==> src/hw/lhnsp_defines.svh <==
// constants for the host nibble/serial port: pin positions, widths, enables, reset values
`ifndef LHNSP_DEFINES_SVH
`define LHNSP_DEFINES_SVH

`define LHNSP_NIB_W      4
`define LHNSP_BYTE_W     8
`define LHNSP_PIN_W      7
`define LHNSP_SI_BIT     0
`define LHNSP_MODE_BIT   1
`define LHNSP_CAE_BIT    2
`define LHNSP_SO_BIT     3
`define LHNSP_BIT_FIRST  3'h0
`define LHNSP_BIT_LAST   3'h7
`define LHNSP_OE_OFF     4'hF
`define LHNSP_OE_ALL     4'h0
`define LHNSP_OE_SO      4'h7
`define LHNSP_NIB_RST    4'h0
`define LHNSP_BYTE_RST   8'h00
`define LHNSP_MODE_RST   1'h1

`endif

==> src/hw/lhnsp_pkg.sv <==
// types shared by the host nibble/serial port
package lhnsp_pkg;

  // pins as seen at the device boundary, before synchronisation
  typedef struct packed {
    logic       strobe;
    logic       cs_n;
    logic       cmd_sel;
    logic [3:0] nib;
  } lhnsp_pins_t;

  typedef enum logic [1:0] {
    LHNSP_NIB_HI = 2'h1,
    LHNSP_NIB_LO = 2'h2
  } lhnsp_nib_t;

endpackage : lhnsp_pkg

==> src/hw/lhnsp_port.sv <==
// host nibble/serial data port of the display controller
//
// Operation
// - Two host modes exist: serial, and parallel moving 4-bit nibbles on a four-line bus.
// - In parallel mode the four bus lines are sampled on every strobe rising edge.
// - The first nibble of a transfer fills the upper half of the byte, the second the lower.
// - On a parallel read the upper nibble drives at the first fall, the lower at the second.
// - In serial mode line 0 is the serial input and line 3 the serial output.
// - In serial mode each serial clock rising edge shifts the input bit in, MSB first.
// - In serial mode the output changes on each serial clock falling edge, MSB first.
// - Line 1 doubles as the mode select and, in serial mode only, line 2 as the chip address function enable.
// - Mode is parallel if line 1 is high when reset is released, serial if it is low.
// - The command/data selector is taken at the second strobe or eighth serial rising edge.
// - Busy goes low at the second strobe or eighth serial rising edge until processing ends.
// - While chip select is high the bus lines and busy float.
`timescale 1ns/1ps
`include "lhnsp_defines.svh"

module lhnsp_port
  import lhnsp_pkg::*;
#(
  parameter int BYTE_W = `LHNSP_BYTE_W
) (
  input  wire logic                sys_clk,
  input  wire logic                rst,
  input  wire lhnsp_pins_t         pin_in,
  output logic [`LHNSP_NIB_W-1:0]  nibble_bus_out,
  output logic [`LHNSP_NIB_W-1:0]  nibble_bus_oe_n,
  output logic                     busy_n,
  output logic                     busy_oe_n,
  input  wire logic [BYTE_W-1:0]   tx_byte,
  input  wire logic                tx_load,
  input  wire logic                proc_done,
  output logic [BYTE_W-1:0]        rx_byte,
  output logic                     rx_valid,
  output logic                     rx_is_cmd,
  output logic                     mode_parallel,
  output logic                     chip_addr_func_enable
);

  // the byte is exactly two nibbles and the bit counter is three bits wide
  if (BYTE_W != 2 * `LHNSP_NIB_W) begin : g_bad_width
    $error("lhnsp_port: BYTE_W must be two nibbles");
  end

  // ------------------------------------------------------------
  // pin synchronisers
  // ------------------------------------------------------------
  logic [`LHNSP_PIN_W-1:0] pin_raw;
  logic [`LHNSP_PIN_W-1:0] sync1;
  logic [`LHNSP_PIN_W-1:0] sync2;
  logic [`LHNSP_PIN_W-1:0] sync3;
  logic [`LHNSP_PIN_W-1:0] filt;
  logic [`LHNSP_PIN_W-1:0] filt_d;

  assign pin_raw = pin_in;

  // left out of reset so the filtered pins are valid when reset is released
  for (genvar i = 0; i < `LHNSP_PIN_W; i++) begin : g_sync
    always_ff @(posedge sys_clk) begin
      sync1[i]  <= pin_raw[i];
      sync2[i]  <= sync1[i];
      sync3[i]  <= sync2[i];
      filt_d[i] <= filt[i];
      if (sync2[i] == sync3[i]) begin
        filt[i] <= sync2[i];
      end
    end
  end

  lhnsp_pins_t pf;
  lhnsp_pins_t pp;
  logic        sel;
  logic        stb_rise;
  logic        stb_fall;
  logic        par_rise;
  logic        ser_rise;
  logic        byte_done;

  lhnsp_nib_t      nib_state;
  logic [2:0]      bit_cnt;
  logic [BYTE_W-1:0] sr;
  logic            tx_pending;
  logic            rst_d;

  assign pf        = filt;
  assign pp        = filt_d;
  assign sel       = !pf.cs_n;
  assign stb_rise  = sel && pf.strobe && !pp.strobe;
  assign stb_fall  = sel && !pf.strobe && pp.strobe;
  assign par_rise  = stb_rise && mode_parallel;
  assign ser_rise  = stb_rise && !mode_parallel;
  assign byte_done = (par_rise && nib_state == LHNSP_NIB_LO) ||
                     (ser_rise && bit_cnt == `LHNSP_BIT_LAST);

  // ------------------------------------------------------------
  // mode straps caught at reset release
  // ------------------------------------------------------------
  always_ff @(posedge sys_clk) begin
    rst_d <= rst;
  end

  always_ff @(posedge sys_clk) begin
    if (rst) begin
      mode_parallel         <= `LHNSP_MODE_RST;
      chip_addr_func_enable <= 1'h0;
    end else if (rst_d) begin
      mode_parallel         <= pf.nib[`LHNSP_MODE_BIT];
      // address enable only has meaning in serial mode
      chip_addr_func_enable <= pf.nib[`LHNSP_CAE_BIT] && !pf.nib[`LHNSP_MODE_BIT];
    end
  end

  // ------------------------------------------------------------
  // byte alignment counters
  // ------------------------------------------------------------
  always_ff @(posedge sys_clk) begin
    if (rst || !sel) begin
      nib_state <= LHNSP_NIB_HI;
      bit_cnt   <= `LHNSP_BIT_FIRST;
    end else if (par_rise) begin
      unique case (nib_state)
        LHNSP_NIB_HI: nib_state <= LHNSP_NIB_LO;
        LHNSP_NIB_LO: nib_state <= LHNSP_NIB_HI;
      endcase
    end else if (ser_rise) begin
      bit_cnt <= bit_cnt + 3'h1;
    end
  end

  // ------------------------------------------------------------
  // shift / holding register
  // ------------------------------------------------------------
  // host edges take priority; internal loads are expected while the host is idle
  always_ff @(posedge sys_clk) begin
    if (rst) begin
      sr <= `LHNSP_BYTE_RST;
    end else if (par_rise && nib_state == LHNSP_NIB_HI) begin
      sr[BYTE_W-1 -: `LHNSP_NIB_W] <= pf.nib;
    end else if (par_rise) begin
      sr[`LHNSP_NIB_W-1:0] <= pf.nib;
    end else if (ser_rise) begin
      sr <= {sr[BYTE_W-2:0], pf.nib[`LHNSP_SI_BIT]};
    end else if (tx_load) begin
      sr <= tx_byte;
    end
  end

  always_ff @(posedge sys_clk) begin
    if (rst) begin
      tx_pending <= 1'h0;
    end else if (tx_load) begin
      tx_pending <= 1'h1;
    end else if (byte_done) begin
      tx_pending <= 1'h0;
    end
  end

  // ------------------------------------------------------------
  // received byte towards the command decoder
  // ------------------------------------------------------------
  always_ff @(posedge sys_clk) begin
    if (rst) begin
      rx_byte   <= `LHNSP_BYTE_RST;
      rx_valid  <= 1'h0;
      rx_is_cmd <= 1'h0;
    end else begin
      // a read cycle also clocks the register, but its byte is not a new write
      rx_valid <= byte_done && !tx_pending;
      if (byte_done && !tx_pending) begin
        rx_is_cmd <= pf.cmd_sel;
        if (mode_parallel) begin
          rx_byte <= {sr[BYTE_W-1 -: `LHNSP_NIB_W], pf.nib};
        end else begin
          rx_byte <= {sr[BYTE_W-2:0], pf.nib[`LHNSP_SI_BIT]};
        end
      end
    end
  end

  // ------------------------------------------------------------
  // busy flag and its enable
  // ------------------------------------------------------------
  // a byte ending in the same cycle as processing wins, so busy stays low
  always_ff @(posedge sys_clk) begin
    if (rst) begin
      busy_n    <= 1'h1;
      busy_oe_n <= 1'h1;
    end else begin
      busy_oe_n <= !sel;
      if (byte_done) begin
        busy_n <= 1'h0;
      end else if (proc_done) begin
        busy_n <= 1'h1;
      end
    end
  end

  // ------------------------------------------------------------
  // bus drivers
  // ------------------------------------------------------------
  always_ff @(posedge sys_clk) begin
    if (rst) begin
      nibble_bus_out  <= `LHNSP_NIB_RST;
      nibble_bus_oe_n <= `LHNSP_OE_OFF;
    end else if (!sel) begin
      nibble_bus_oe_n <= `LHNSP_OE_OFF;
    end else if (mode_parallel) begin
      if (stb_fall && tx_pending) begin
        nibble_bus_oe_n <= `LHNSP_OE_ALL;
        if (nib_state == LHNSP_NIB_HI) begin
          nibble_bus_out <= sr[BYTE_W-1 -: `LHNSP_NIB_W];
        end else begin
          nibble_bus_out <= sr[`LHNSP_NIB_W-1:0];
        end
      end else if (byte_done) begin
        nibble_bus_oe_n <= `LHNSP_OE_OFF;
      end
    end else begin
      // lines 0..2 stay inputs in serial mode, only line 3 drives
      nibble_bus_oe_n <= `LHNSP_OE_SO;
      if (stb_fall) begin
        nibble_bus_out[`LHNSP_SO_BIT] <= sr[BYTE_W-1];
      end
    end
  end
endmodule : lhnsp_port

==> config.mk <==
export PLATFORM = sky130hd
export DESIGN_NAME = lhnsp_port
export DESIGN_NICKNAME = d
export VERILOG_FILES = /design/src/hw/lhnsp_pkg.sv /design/src/hw/lhnsp_port.sv
export VERILOG_INCLUDE_DIRS = /design/src /design/src/hw
export SDC_FILE = /design/constraint.sdc
export NUM_CORES = 1
export LEC_CHECK = 0
export BUFFER_PORTS_ARGS = -buffer_cell sky130_fd_sc_hd__clkbuf_2
export CORE_MARGIN = 2
export CORE_UTILIZATION = 49
export DETAILED_ROUTE_END_ITERATION = 10
export GPL_TIMING_DRIVEN = 0
export PLACE_DENSITY = 0.74
export SLEW_MARGIN = 20
export SYNTH_ARGS = -nofsm -noshare
export SYNTH_HDL_FRONTEND = slang
export SYNTH_SLANG_ARGS = --single-unit
==> constraint.sdc <==
create_clock -name sys_clk -period 1.7 [get_ports sys_clk]
set_input_delay 0.51 -clock sys_clk [delete_from_list [all_inputs] [get_ports sys_clk]]
set_output_delay 0.51 -clock sys_clk [all_outputs]
set_load 0.1 [all_outputs]
-- After elaboration in Yosys (flattened, before gate mapping)
Index checks and enable logic that the tools add are counted.
- register bits after elaboration: 66
- memories kept: 0
- bits of input ports: 19
- latch bits: 0
- bits in read-only memories: 0
- word-level logic and storage cells: 115
- RAM bits: 0
- $lt $le $gt $ge: 0
- divide/modulo/power cells: 0
- multiply operators: 0
- shift operators: 0
- eq/ne operators: 13
- bitwise gates (word level): 4
- reductions and logical operators: 33
- add/sub/neg operators: 1
- mux-type cells: 18
- operator list (operator ; count):
    $mux W4 ; 8
    $mux W8 ; 3
    $logic_and A1 B1 Y1 ; 12
    $reduce_bool A2 Y1 ; 4
    $eq A1 B1 Y1 ; 7
    $logic_not A1 Y1 ; 6
    $mux W1 ; 6
    $reduce_and A2 Y1 ; 3
    $reduce_and A3 Y1 ; 2
    $reduce_bool A3 Y1 ; 2
    $ne A2 B1 Y1 const B ; 2
    $not A1 Y1 ; 4
    $pmux W2 S2 ; 1
    $add A3 B1 Y3 const B ; 1
    $eq A3 B3 Y1 const B ; 1
    $ne A3 B1 Y1 const B ; 1
    $reduce_or A3 Y1 ; 1
    $eq A2 B1 Y1 const B ; 1
    $eq A2 B2 Y1 const B ; 1
    $logic_or A1 B1 Y1 ; 2
    $reduce_or A2 Y1 ; 1

-- Longest topological paths before layout
Gate-level depths: netlist of run 1.
- depth after elaboration: 9
- gate-level depth with buffers: 7

-- Least setup slack after synthesis of run 1
OpenSTA, ideal clock, no wires.
- kind: flip-flop to flip-flop
- start: register mode_parallel
- end: register rx_byte[5]
- buffers on the path: 1
- slack: -0.474 ns
- setup time: 0.080 ns
- arrival: 2.094 ns
- cell stages (with the launch flop): 6
- cells stage by stage: dfxtp_1 -> nand3b_1 -> a211oi_4 -> buf_6 -> nor2_1 -> a211oi_2
- longest elaborated chain between the ends: 5
- elaborated cells between the ends (all ways): 8
- those cells by class: mux (1); reduce/logical (7)
- RTL lines (item ; RTL line ; source):
    from (decl) ; lhnsp_port.sv:37 ; output logic mode_parallel,
    from (signal assigned) ; lhnsp_port.sv:105 ; mode_parallel <= `LHNSP_MODE_RST;
    from (signal assigned) ; lhnsp_port.sv:108 ; mode_parallel <= pf.nib[`LHNSP_MODE_BIT];
    $logic_not A1 Y1 ; lhnsp_port.sv:92 ; assign ser_rise = stb_rise && !mode_parallel;
    $logic_and A1 B1 Y1 ; lhnsp_port.sv:92 ;
    $logic_and A1 B1 Y1 (no source line) ; n/a ;
    $logic_or A1 B1 Y1 ; lhnsp_port.sv:93 ; assign byte_done = (par_rise && nib_state == LHNSP_NIB_LO) ||
    $logic_and A1 B1 Y1 ; lhnsp_port.sv:170 ; if (byte_done && !tx_pending) begin
    to (signal assigned) ; lhnsp_port.sv:164 ; rx_byte <= `LHNSP_BYTE_RST;
    to (signal assigned) ; lhnsp_port.sv:173 ; rx_byte <= {sr[BYTE_W-1 -: `LHNSP_NIB_W], pf.nib};
    to (signal assigned) ; lhnsp_port.sv:175 ; rx_byte <= {sr[BYTE_W-2:0], pf.nib[`LHNSP_SI_BIT]};
    to (decl) ; lhnsp_port.sv:34 ; output logic [BYTE_W-1:0] rx_byte,
Parallel ways exist; a longest one is shown, timed or not.
A chain may end at the register's enable or synchronous reset.

-- Worst setup path after layout of run 1
- start: register filt_d[6]
- end: register rx_byte[0]
- longest elaborated chain between the ends: 6
- elaborated cells between the ends (all ways): 8
- those cells by class: reduce/logical (8)
- RTL lines (item ; RTL line ; source):
    from (decl) ; lhnsp_port.sv:54 ; logic [`LHNSP_PIN_W-1:0] filt_d;
    from (signal, indexed assignment) ; lhnsp_port.sv:64 ; filt_d[i] <= filt[i];
    $logic_not A1 Y1 * ; lhnsp_port.sv:89 ; assign stb_rise = sel && pf.strobe && !pp.strobe;
    $logic_and A1 B1 Y1 * ; lhnsp_port.sv:89 ;
    $logic_and A1 B1 Y1, on equally long branches ; lhnsp_port.sv:91, lhnsp_port.sv:92 ;
    $logic_and A1 B1 Y1, on equally long branches ; n/a ;
    $logic_or A1 B1 Y1 * ; lhnsp_port.sv:93 ;
    $logic_and A1 B1 Y1 * ; lhnsp_port.sv:170 ;
Mark *: on every way between the ends. The rest lies on a longest branch, timed or not.

==> summary.json, run 1 <==
{
  "run_status": "finished with violations",
  "failed_checks": "setup timing",
  "crit_path_start": "filt_d[6]",
  "criticalPathCategory": "register to register",
  "grt_overflow": 0,
  "highest_delay_cell_along_the_critical_path": "or3b_1",
  "setup.worst_path.end_class": "register",
  "rsz0062_at_grt": "true",
  "max_cap_violations": 0,
  "switchingPower_uw": 844.2,
  "crit_end": "rx_byte[0]",
  "worst_slew_pin_slew_ns": 0.6357,
  "grt_pass1_vias": 1668,
  "grt_pass1_wl_um": 7383,
  "slowest_delay_ns": 0.39,
  "dr_wl_met2_um": 2283,
  "drt-total-wl_um": 4581,
  "port_buffers": 40,
  "area_growth_syn_to_layout_pct": 27.30,
  "die_w_um": 72.86,
  "beginning_of_the_worst_register_to_register_path": "filt_d[6]",
  "regToRegSetupSlack_ns": -0.02,
  "gp_routability_congestion": 0.8630,
  "dp.final_hpwl_um": 3119,
  "post_synth_inst_count": 210,
  "met3WireLength_um": 165,
  "routed_via_density": 5.249,
  "floorplan.die_area_sq_um": 5309,
  "power_frac_seq": 0.483,
  "design.core.area_sq_um": 4661,
  "grt_util_all_layers": 0.1868,
  "r2r.worst_path.cells": 6,
  "synth.distinct_cells": 40,
  "cts_tree": "done",
  "top_layer_used": "met4",
  "postSynth.asyncResetShare": 0,
  "clock_path_buffers": 2,
  "num_antenna_cells": 0,
  "critPathRequiredTime_ns": 1.91,
  "htreeDepth": 3,
  "power.leakage_nw": 1.196,
  "crit_buf_inv": 2,
  "synth-seq-cells": 64,
  "regToRegEndpoint": "rx_byte[0]",
  "critical-path-top-delay-family": "simple AND/OR/NAND/NOR gates",
  "power.share.combinational": 0.092,
  "power.share.clock": 0.426,
  "finalSetupViolations": 3,
  "layout.nets": 291,
  "yosysWarningCount": 0,
  "antenna_left": 0,
  "filler_cell_count": 378,
  "timing.hold.worst.start": "pin_in[4]",
  "power.share.switching": 0.2455,
  "relSlewSlack": 0.5762,
  "dieHeight_um": 72.86,
  "grt_start_max_net_pins": 13,
  "timing.hold.worst.class": "input pin to register",
  "drc_violation_count_after_routing": 0,
  "internal-power_mw": 2.595,
  "initial_core_util": 0.4985,
  "fp-row-count": 25,
  "syn_area_per_cell_sq_um": 11.06,
  "timing.hold.ws_ns": 0.2673,
  "crit_path_max_fanout": 7,
  "via_count": 1727,
  "drt-initial-drc-count": 74,
  "mappedNetlistNets": 231,
  "final_hold_viol_count": 0,
  "insertion_delay_ns": 0.34,
  "maxClockFrequency_mhz": 579.9,
  "cp_num_cells": 6,
  "utilization": 0.6346,
  "routedWlPerCell_um": 13.92,
  "numCtsBuffers": 9,
  "max_rail_drop_vdd_v": 0.0009355,
  "ys_dominant_reg_cell": "dfxtp_1",
  "timing.critical_path.from_type": "register",
  "power_density_nw_per_um2": 1163,
  "final_min_period_over_clock_period": 1.014,
  "post-route-min-period_ns": 1.724,
  "yosysSeqAreaShare": 0.5816,
  "critical_path.most_common_cell": "buf_6",
  "setup_slack_ns": -0.02429,
  "clock-skew-final_ns": 0.007169,
  "numClockSinks": 64,
  "crit_path_cell_trace": "or3b_1 > buf_6 > a211oi_4 > buf_6 > mux2i_1 > nor2_1",
  "maxSlewViolCount": 0,
  "clock-root-buffer": "clkbuf_8",
  "drt_pass1_iterations": 4,
  "timing.critical_path.arrival_ns": 1.93,
  "post_route_cells_drive_above_1_share": 0.3527,
  "register_clock_pin_slew_on_the_reported_worst_setup_and_hold_paths_ns": 0.07,
  "syn_area_sq_um": 2323,
  "antenna_found_initial": 0,
  "design.portCount": 41,
  "number_of_enable_type_register_cells_in_the_synthesized_netlist": 7,
  "detail_route.wirelength.met1_um": 2028
}
==> through the flow <==
step           power [mW]  setup TNS (ns)  std cells  cell area, sq um  setup slack [ns]
2_1_floorplan       1.900         -0.1887        210              2328          -0.09436
3_3_place_gp        1.974          -2.505        304              2596           -0.2429
3_5_place_dp        1.980          -2.702        304              2596           -0.2534
4_1_cts             3.459         -0.1480        330              2932          -0.06769
5_1_grt             3.554         -0.2730        329              2958          -0.07889
6_report            3.439        -0.04993        329              2958          -0.02429
==> flip-flops by register name (all words and copies together), names as in the netlist, 2 cells and up <==
register and cells:
bit_cnt 3, filt 7, nib_state 2, nibble_bus_oe_n 2, nibble_bus_out 4, rx_byte 8, sr 8, sync1 7
sync2 7, sync3 7
==> routing by layer <==
metal	global-route usage	vias to the layer above
li1	-	860
met1	0.2179	821
met2	0.3071	35
met3	0.04972	11
met4	0.1111	0
met5	0	-
==> area by class of cell <==
cell class / instances / area, sq um / share of cell area
Sequential cell: 64 / 1359 / 0.4594
Timing Repair Buffer: 50 / 287.8 / 0.09729
Clock inverter: 6 / 92.59 / 0.03130
Tap cell: 54 / 67.56 / 0.02284
Clock buffer: 10 / 137.6 / 0.04653
Multi-Input combinational cell: 133 / 942.2 / 0.3185
Buffer: 10 / 63.81 / 0.02157
Inverter: 2 / 7.507 / 0.002538
==> cell usage in the layout, fill, tap and decap left out, types with 8 or more instances in the layout <==
cell / n
clkbuf_8: 10
nor2_1: 19
nand2_1: 16
a21oi_1: 8
buf_4: 10
clkbuf_2: 38
dfxtp_1: 53
nand2b_1: 8
mux2i_1: 13
xnor2_1: 8
==> power groups by stage <==
stage / combinational [mW] / sequential [mW] / clock (mW)
after floorplan: 0.157 / 1.74 / 0
after global placement: 0.283 / 1.69 / 0
after detailed placement: 0.284 / 1.70 / 0
after CTS: 0.310 / 1.66 / 1.49
after global routing: 0.339 / 1.67 / 1.55
final: 0.316 / 1.66 / 1.46
==> worst reg2reg max path, stage by stage (launching register included) <==
cell and delay, ns:
dfxtp_2 0.36, or3b_1 0.39, buf_6 0.15, a211oi_4 0.30, buf_6 0.17, mux2i_1 0.17
nor2_1 0.06
==> what timing repair did <==
item,4_1_cts,5_1_grt
resized for setup,10,12
pin swaps,8,3
buffers inserted,10,0
hold buffers,0,0
cloned,0,0
setup endpoints to repair,20,23
==> cell usage after synthesis (4+ instances only) <==
cell type  instances  area share
xnor2_1            8       0.030
nand2b_1           8       0.022
clkbuf_1           4      0.0065
mux2i_1           13       0.056
a211oi_1           5       0.016
o21ai_0            4      0.0086
nor2b_1            4       0.011
nand2_1           16       0.026
nor2_1            23       0.037
a311oi_1           5       0.019
a21oi_1            9       0.019
o22ai_1            5       0.013
dfxtp_1           57        0.49
edfxtp_1           7       0.090
==> kinds of logic after synthesis <==
group	after synthesis	share of synthesized area
adders and majority gates	2	0.01077
xor gates and xnor gates	8	0.03016
muxes	16	0.07054
buffers and inverters	13	0.03123
AOI/OAI and AO/OA	43	0.1373
DFF	64	0.5816
and+or+nand+nor	64	0.1384
==> worst min-delay path by stage <==
stage,end,cells after the start,slack (ns)
6_report,sync1[4],1,0.27
3_5_place_dp,sync2[0],0,0.31
5_1_grt,sync1[0],1,0.25
3_3_place_gp,sync2[5],0,0.31
2_1_floorplan,sync2[0],0,0.31
4_1_cts,sync1[4],1,0.26
(Power assumes the default switching activity.)
==> inputs of run 2 (changes only) <==
--- a/config.mk
+++ b/config.mk
@@ -8,10 +8,11 @@
 export LEC_CHECK = 0
 export BUFFER_PORTS_ARGS = -buffer_cell sky130_fd_sc_hd__clkbuf_2
 export CORE_MARGIN = 2
-export CORE_UTILIZATION = 49
+export CORE_UTILIZATION = 51
+export CTS_BUF_LIST = sky130_fd_sc_hd__clkbuf_4 sky130_fd_sc_hd__clkbuf_8
 export DETAILED_ROUTE_END_ITERATION = 10
 export GPL_TIMING_DRIVEN = 0
-export PLACE_DENSITY = 0.74
+export PLACE_DENSITY = 0.77
 export SLEW_MARGIN = 20
 export SYNTH_ARGS = -nofsm -noshare
 export SYNTH_HDL_FRONTEND = slang
==> run 2 against run 1 <==
The run now ends clean; critical path depth unchanged; clock power down 21%; utilization up 2.7 points; setup slack better by 0.043 ns; global-route usage down 0.51 points; cell area down 1.9%; sequential cell count unchanged; clock skew about the same; register-to-register slack better by 0.04 ns; critical path type unchanged.
==> summary.json, run 2 (same netlist as run 1, synthesis figures left out) <==
{
  "initial_core_util": {"value": 0.5300, "change": "+0.03144"},
  "final_hold_viol_count": {"value": 0, "change": "unchanged"},
  "largest_registers": "rx_byte x8, sr x8",
  "met1_usage": {"value": 0.2264, "change": "+0.008523"},
  "final_min_period_over_clock_period": {"value": 0.9889, "change": "-0.02543"},
  "dp.final_hpwl": {"value": 3026, "unit": "um", "change": "-3.0%"},
  "setup.worst_path.end_class": "register",
  "drt_pass1_iterations": {"value": 4, "change": "unchanged"},
  "numCtsBuffers": {"value": 9, "change": "unchanged"},
  "floorplan.die_area": {"value": 5112, "unit": "sq um", "change": "-3.7%"},
  "cts_tree": "done",
  "regToRegEndpoint": "rx_byte[0]",
  "drc_violation_count_after_routing": {"value": 0, "change": "unchanged"},
  "antenna_found_initial": {"value": 0, "change": "unchanged"},
  "placed_cell_area": {"value": 2594, "unit": "sq um", "change": "about the same"},
  "most_common_cell_after_layout_fill_and_taps_aside": "dfxtp_1",
  "post_route_cells_drive_above_1_share": {"value": 0.3321, "change": "-0.02060"},
  "hold_depth": {"value": 1, "change": "unchanged"},
  "most_frequent_cells_in_the_layout": "54 x dfxtp_1, 39 x clkbuf_2, 22 x nor2_1",
  "beginning_of_the_worst_register_to_register_path": "filt_d[6]",
  "rsz0062_at_grt": "true",
  "grt_util_all_layers": {"value": 0.1817, "change": "-0.005108"},
  "design.core.area": {"value": 4384, "unit": "sq um", "change": "-5.9%"},
  "drt-total-wl": {"value": 4332, "unit": "um", "change": "-5.4%"},
  "dieHeight": {"value": 71.50, "unit": "um", "change": "-1.9%"},
  "maxSlewViolCount": {"value": 0, "change": "unchanged"},
  "global_route.usage.met3": {"value": 0.07454, "change": "+0.02482"},
  "grt_pass1_vias": {"value": 1591, "change": "-4.6%"},
  "power_density": {"value": 1079, "unit": "nW/um^2", "change": "-7.2%"},
  "grt_busiest_layer": "met2",
  "worst_slew_pin_slew": {"value": 0.5759, "unit": "ns", "change": "-0.05975 ns"},
  "power.leakage": {"value": 1.193, "unit": "nW", "change": "-0.20%"},
  "maxClockFrequency": {"value": 594.9, "unit": "MHz", "change": "+2.6%"},
  "routed_via_density": {"value": 5.258, "change": "+0.17%"},
  "final_area": {"value": 2902, "unit": "sq um", "change": "-1.9%"},
  "grt_start_max_net_pins": {"value": 11, "change": "-2"},
  "layout.nets": {"value": 293, "change": "+0.69%"},
  "timing.hold.worst.start": "pin_in[4]",
  "fp-row-count": {"value": 24, "change": "-4.0%"},
  "via_count": {"value": 1730, "change": "+0.17%"},
  "timing.critical_path.from_type": "register",
  "design.portCount": {"value": 41, "change": "unchanged"},
  "run_status": "completed",
  "max_rail_drop_vdd": {"value": 0.0009708, "unit": "V", "change": "+3.8%"},
  "clock_path_buffers": {"value": 2, "change": "unchanged"},
  "r2r.worst_path.cells": {"value": 6, "change": "unchanged"},
  "register_clock_pin_slew_on_the_reported_worst_setup_and_hold_paths": {"value": 0.07, "unit": "ns", "change": "about the same"},
  "drt-initial-drc-count": {"value": 100, "change": "+35%"},
  "grt_overflow": {"value": 0, "change": "unchanged"},
  "htreeDepth": {"value": 3, "change": "unchanged"},
  "p_total": {"value": 3.130, "unit": "mW", "change": "-9.0%"},
  "criticalPathCategory": "register to register",
  "gp_routability_congestion": {"value": 0.8616, "change": "-0.16%"},
  "finalSetupViolations": {"value": 0, "change": "-3"},
  "tns": {"value": 0, "unit": "ns", "change": "+0.04993 ns"},
  "timing.critical_path.arrival": {"value": 1.89, "unit": "ns", "change": "-0.04 ns"},
  "crit_path_max_fanout": {"value": 7, "change": "unchanged"},
  "relSlewSlack": {"value": 0.6160, "change": "+0.03984"},
  "clock-root-buffer": "clkbuf_8",
  "hold_buffers": {"value": 0, "change": "unchanged"},
  "numClockSinks": {"value": 64, "change": "unchanged"},
  "die_w": {"value": 71.50, "unit": "um", "change": "-1.9%"},
  "global_route.usage.met2": {"value": 0.2675, "change": "-0.03958"},
  "hold-path-endpoint": "sync1[4]",
  "regToRegSetupSlack": {"value": 0.02, "unit": "ns", "change": "+0.04 ns"},
  "port_buffers": {"value": 40, "change": "unchanged"},
  "max_cap_violations": {"value": 0, "change": "unchanged"},
  "timing.hold.ws": {"value": 0.2702, "unit": "ns", "change": "+0.002944 ns"},
  "timing.hold.worst.class": "input pin to register",
  "routedWlPerCell": {"value": 13.17, "unit": "um", "change": "-5.4%"},
  "area_growth_syn_to_layout_pct": 24.88,
  "num_antenna_cells": {"value": 0, "change": "unchanged"},
  "antenna_left": {"value": 0, "change": "unchanged"},
  "clock-skew-final": {"value": 0.006785, "unit": "ns", "change": "-0.0003843 ns"},
  "utilization": {"value": 0.6618, "change": "+0.02718"},
  "post-route-min-period": {"value": 1.681, "unit": "ns", "change": "-0.04322 ns"},
  "insertion_delay": {"value": 0.34, "unit": "ns", "change": "about the same"},
  "critPathRequiredTime": {"value": 1.91, "unit": "ns", "change": "about the same"},
  "grt_pass1_wl": {"value": 6989, "unit": "um", "change": "-5.3%"}
}
==> run 2: changes by cell type in the layout (fill, tap and decap cells not counted), sizes merged <==
| cell | change |
|---|---|
| clkinvlp | -1 |
| clkbuf | +5 |
| bufinv | -2 |
==> run 2: final cells by class <==
cell class | count | area (sq um)
clock inverter | 3 | 17.52
inverter | 2 | 7.507
multi-input combinational | 133 | 922.1
tap | 52 | 65.06
fill | 368 | 1483
timing repair buffer | 52 | 309.0
buffer | 10 | 62.56
sequential | 64 | 1358
clock buffer | 13 | 160.2
==> run 2: layer usage <==
metal | vias up | part of all wire
li1 | 867 | -
met1 | 792 | 0.45
met2 | 61 | 0.45
met3 | 10 | 0.074
met4 | 0 | 0.025
met5 | - | 0
==> run 2: how the worst max path moves through the flow <==
stage,start,cells after the start,to
after global routing,filt[5],6,rx_byte[0]
after CTS,filt_d[6],6,rx_is_cmd
after floorplan,filt[5],6,rx_byte[5]
final,filt_d[6],6,rx_byte[0]
after detailed placement,filt[5],6,rx_byte[5]
after global placement,filt[5],6,rx_byte[5]
==> run 2: per-stage QoR <==
step	setup slack, ns	instances
5_1_grt	-0.04062	329
6_report	0.01893	329
3_3_place_gp	-0.2296	302
4_1_cts	-0.03489	329
3_5_place_dp	-0.2540	302
2_1_floorplan	-0.09436	210
==> run 2: worst max-delay path: stages, from the launching register on <==
cell      delay (ns)
dfxtp_2         0.36
or3b_1          0.39
buf_6           0.15
a211oi_4        0.25
buf_6           0.18
mux2i_1         0.18
nor2_1          0.05
==> run 2: where the power goes <==
group | internal, mW | total (mW) | switching (mW)
sequential | 1.60 | 1.66 | 0.0557
combinational | 0.128 | 0.319 | 0.191
clock | 0.613 | 1.15 | 0.539
total | 2.34 | 3.13 | 0.785
==> run 2: timing repair <==
action,4_1_cts,5_1_grt
gates resized for setup,8,4
pin swaps,10,9
setup endpoints to repair,20,23
gates cloned,1,0
buffers inserted,10,1
==> inputs of run 3 (changes only) <==
--- a/config.mk
+++ b/config.mk
@@ -8,11 +8,11 @@
 export LEC_CHECK = 0
 export BUFFER_PORTS_ARGS = -buffer_cell sky130_fd_sc_hd__clkbuf_2
 export CORE_MARGIN = 2
-export CORE_UTILIZATION = 51
-export CTS_BUF_LIST = sky130_fd_sc_hd__clkbuf_4 sky130_fd_sc_hd__clkbuf_8
+export CORE_UTILIZATION = 49
+export CTS_BUF_LIST = sky130_fd_sc_hd__clkbuf_16
 export DETAILED_ROUTE_END_ITERATION = 10
 export GPL_TIMING_DRIVEN = 0
-export PLACE_DENSITY = 0.77
+export PLACE_DENSITY = 0.74
 export SLEW_MARGIN = 20
 export SYNTH_ARGS = -nofsm -noshare
 export SYNTH_HDL_FRONTEND = slang
==> run 3 against run 2 <==
Final cell count unchanged; clock power is 68% higher; power is 25% higher; die area increased by 3.9%; sequential power hardly changed; via count up 2.8%; register-to-register slack is essentially flat; routed wire length up 10%; sequential share of layout area shrank 2.7 points; critical path type unchanged; largest cell class unchanged.
==> summary.json, run 3 (same netlist as run 1, synthesis figures left out) <==
{
  "gp_routability_congestion": {"value": 0.8630, "change": "+0.16%"},
  "dieHeight": {"value": 72.86, "unit": "um", "change": "+1.9%"},
  "criticalPathCategory": "register to register",
  "insertion_delay": {"value": 0.33, "unit": "ns", "change": "about the same"},
  "routedWlPerCell": {"value": 14.50, "unit": "um", "change": "+10%"},
  "drt-total-wl": {"value": 4770, "unit": "um", "change": "+10%"},
  "crit_buf_inv": {"value": 2, "change": "unchanged"},
  "switchingPower": {"value": 900.4, "unit": "uW", "change": "+15%"},
  "via_count": {"value": 1778, "change": "+2.8%"},
  "cts_tree": "done",
  "clock_path_buffers": {"value": 2, "change": "unchanged"},
  "design.core.area": {"value": 4661, "unit": "sq um", "change": "+6.3%"},
  "power_frac_seq": {"value": 0.425, "change": "-0.105"},
  "power.share.clock": {"value": 0.494, "change": "+0.126"},
  "floorplan.die_area": {"value": 5309, "unit": "sq um", "change": "+3.9%"},
  "grt_util_all_layers": {"value": 0.2008, "change": "+0.01913"},
  "die_w": {"value": 72.86, "unit": "um", "change": "+1.9%"},
  "power.share.switching": {"value": 0.2304, "change": "-0.02053"},
  "routed_via_density": {"value": 5.404, "change": "+2.8%"},
  "highest_delay_cell_along_the_critical_path": "edfxtp_1",
  "slowest_delay": {"value": 0.38, "unit": "ns", "change": "about the same"},
  "most_common_cell_after_layout_fill_and_taps_aside": "dfxtp_1",
  "tns": {"value": 0, "unit": "ns", "change": "unchanged"},
  "clock-skew-final": {"value": 0.004496, "unit": "ns", "change": "-0.002289 ns"},
  "htreeDepth": {"value": 3, "change": "unchanged"},
  "crit_path_max_fanout": {"value": 5, "change": "-2"},
  "clock-root-buffer": "clkbuf_16",
  "max_cap_violations": {"value": 0, "change": "unchanged"},
  "dp.final_hpwl": {"value": 3119, "unit": "um", "change": "+3.1%"},
  "initial_core_util": {"value": 0.4985, "change": "-0.03144"},
  "area_growth_syn_to_layout_pct": 32.90,
  "num_antenna_cells": {"value": 0, "change": "unchanged"},
  "final_min_period_over_clock_period": {"value": 0.9972, "change": "+0.008298"},
  "critPathRequiredTime": {"value": 1.89, "unit": "ns", "change": "-0.02 ns"},
  "final_hold_viol_count": {"value": 0, "change": "unchanged"},
  "drt_pass1_iterations": {"value": 4, "change": "unchanged"},
  "maxSlewViolCount": {"value": 0, "change": "unchanged"},
  "timing.hold.worst.class": "input pin to register",
  "rsz0062_at_grt": "true",
  "dr_wl_met2": {"value": 2362, "unit": "um", "change": "+21%"},
  "register_clock_pin_slew_on_the_reported_worst_setup_and_hold_paths": {"value": 0.05, "unit": "ns", "change": "-0.02 ns"},
  "hold_buffers": {"value": 0, "change": "unchanged"},
  "power.share.combinational": {"value": 0.082, "change": "-0.020"},
  "grt_pass1_wl": {"value": 7790, "unit": "um", "change": "+11%"},
  "relSlewSlack": {"value": 0.5863, "change": "-0.02972"},
  "layout.nets": {"value": 291, "change": "-0.68%"},
  "antenna_left": {"value": 0, "change": "unchanged"},
  "antenna_found_initial": {"value": 0, "change": "unchanged"},
  "setup_slack": {"value": 0.004828, "unit": "ns", "change": "-0.01411 ns"},
  "grt_start_max_net_pins": {"value": 13, "change": "+2"},
  "grt_pass1_vias": {"value": 1694, "change": "+6.5%"},
  "power.leakage": {"value": 1.249, "unit": "nW", "change": "+4.7%"},
  "design.portCount": {"value": 41, "change": "unchanged"},
  "fp-row-count": {"value": 25, "change": "+4.2%"},
  "port_buffers": {"value": 40, "change": "unchanged"},
  "setup.worst_path.end_class": "register",
  "detail_route.wirelength.met1": {"value": 2045, "unit": "um", "change": "+4.9%"},
  "timing.critical_path.arrival": {"value": 1.89, "unit": "ns", "change": "about the same"},
  "maxClockFrequency": {"value": 589.9, "unit": "MHz", "change": "-0.83%"},
  "dpl_worst_slack": {"value": -0.2534, "unit": "ns", "change": "+0.0006300 ns"},
  "post_route_cells_drive_above_1_share": {"value": 0.3527, "change": "+0.02060"},
  "grt_overflow": {"value": 0, "change": "unchanged"},
  "top_layer_used": "met4",
  "worst_slew_pin_slew": {"value": 0.6205, "unit": "ns", "change": "+0.04458 ns"},
  "power_density": {"value": 1266, "unit": "nW/um^2", "change": "+17%"},
  "critical-path-top-delay-family": "simple AND/OR/NAND/NOR gates",
  "utilization": {"value": 0.6626, "change": "+0.0007350"},
  "drt-initial-drc-count": {"value": 85, "change": "-15%"},
  "post-route-min-period": {"value": 1.695, "unit": "ns", "change": "+0.01411 ns"},
  "internal-power": {"value": 3.008, "unit": "mW", "change": "+28%"},
  "max_rail_drop_vdd": {"value": 0.001150, "unit": "V", "change": "+18%"},
  "drc_violation_count_after_routing": {"value": 0, "change": "unchanged"},
  "largest_registers": "rx_byte x8, sr x8",
  "finalSetupViolations": {"value": 0, "change": "unchanged"},
  "numCtsBuffers": {"value": 9, "change": "unchanged"},
  "most_frequent_cells_in_the_layout": "53 x dfxtp_1, 39 x clkbuf_2, 18 x nor2_1",
  "timing.critical_path.from_type": "register",
  "run_status": "completed",
  "numClockSinks": {"value": 64, "change": "unchanged"},
  "met3WireLength": {"value": 216, "unit": "um", "change": "-33%"},
  "crit_path_cell_trace": "or3b_1 > buf_6 > a211oi_4 > buf_12 > mux2i_1 > nor2_1"
}
run 3: changes by cell type in the layout (fill, tap and decap cells not counted), sizes merged:
cell      previous run  this run
buf                 18        17
clkinv               2         3
bufinv               0         2
clkbuf              57        52
clkinvlp             1         2
run 3: through the flow:
step	std cells	total power [mW]	instance area (sq um)	hold WS (ns)
floorplan	210	1.900	2328	0.3096
global placement	304	1.974	2596	0.3101
detailed placement	304	1.980	2596	0.3146
CTS	331	3.930	3092	0.2735
global route	329	4.044	3088	0.2663
finish	329	3.908	3088	0.2809
run 3: repair_timing:
item	in CTS	in global routing
gates resized for setup	13	10
setup buffers	10	0
cloned	2	0
pin swaps	10	5
endpoints found under the setup margin	20	24
run 3: final timing paths:
kind	cells after the start	end	from	slack [ns]
worst min register to register	0	sync2[2]	sync1[2]	0.32
worst max register to register	6	rx_byte[0]	filt[6]	0.005
worst max-delay path	6	rx_byte[0]	filt[6]	0.005
worst min-delay path	1	sync1[4]	pin_in[4]	0.28
run 3: power groups by stage:
stage	sequential [mW]	combinational, mW	clock (mW)
after global placement	1.69	0.283	0
after global routing	1.67	0.344	2.03
final	1.66	0.320	1.93
after detailed placement	1.70	0.284	0
after floorplan	1.74	0.157	0
after CTS	1.66	0.313	1.96
run 3: final cells by class:
type	count	area, sq um
flip-flops and latches	64	1361
plain buffers	9	62.56
fillers	365	1573
inverters	2	7.507
clock inverters	7	96.34
multi-input cells	133	943.4
repair buffers	51	324.1
well taps	54	67.56
clock buffers	9	225.2
run 3: metal layers:
layer | GRT usage | vias to the layer above
met1 | 0.2259 | 851
li1 | - | 867
met3 | 0.06768 | 11
met4 | 0.1337 | 0
met2 | 0.3222 | 49
met5 | 0 | -
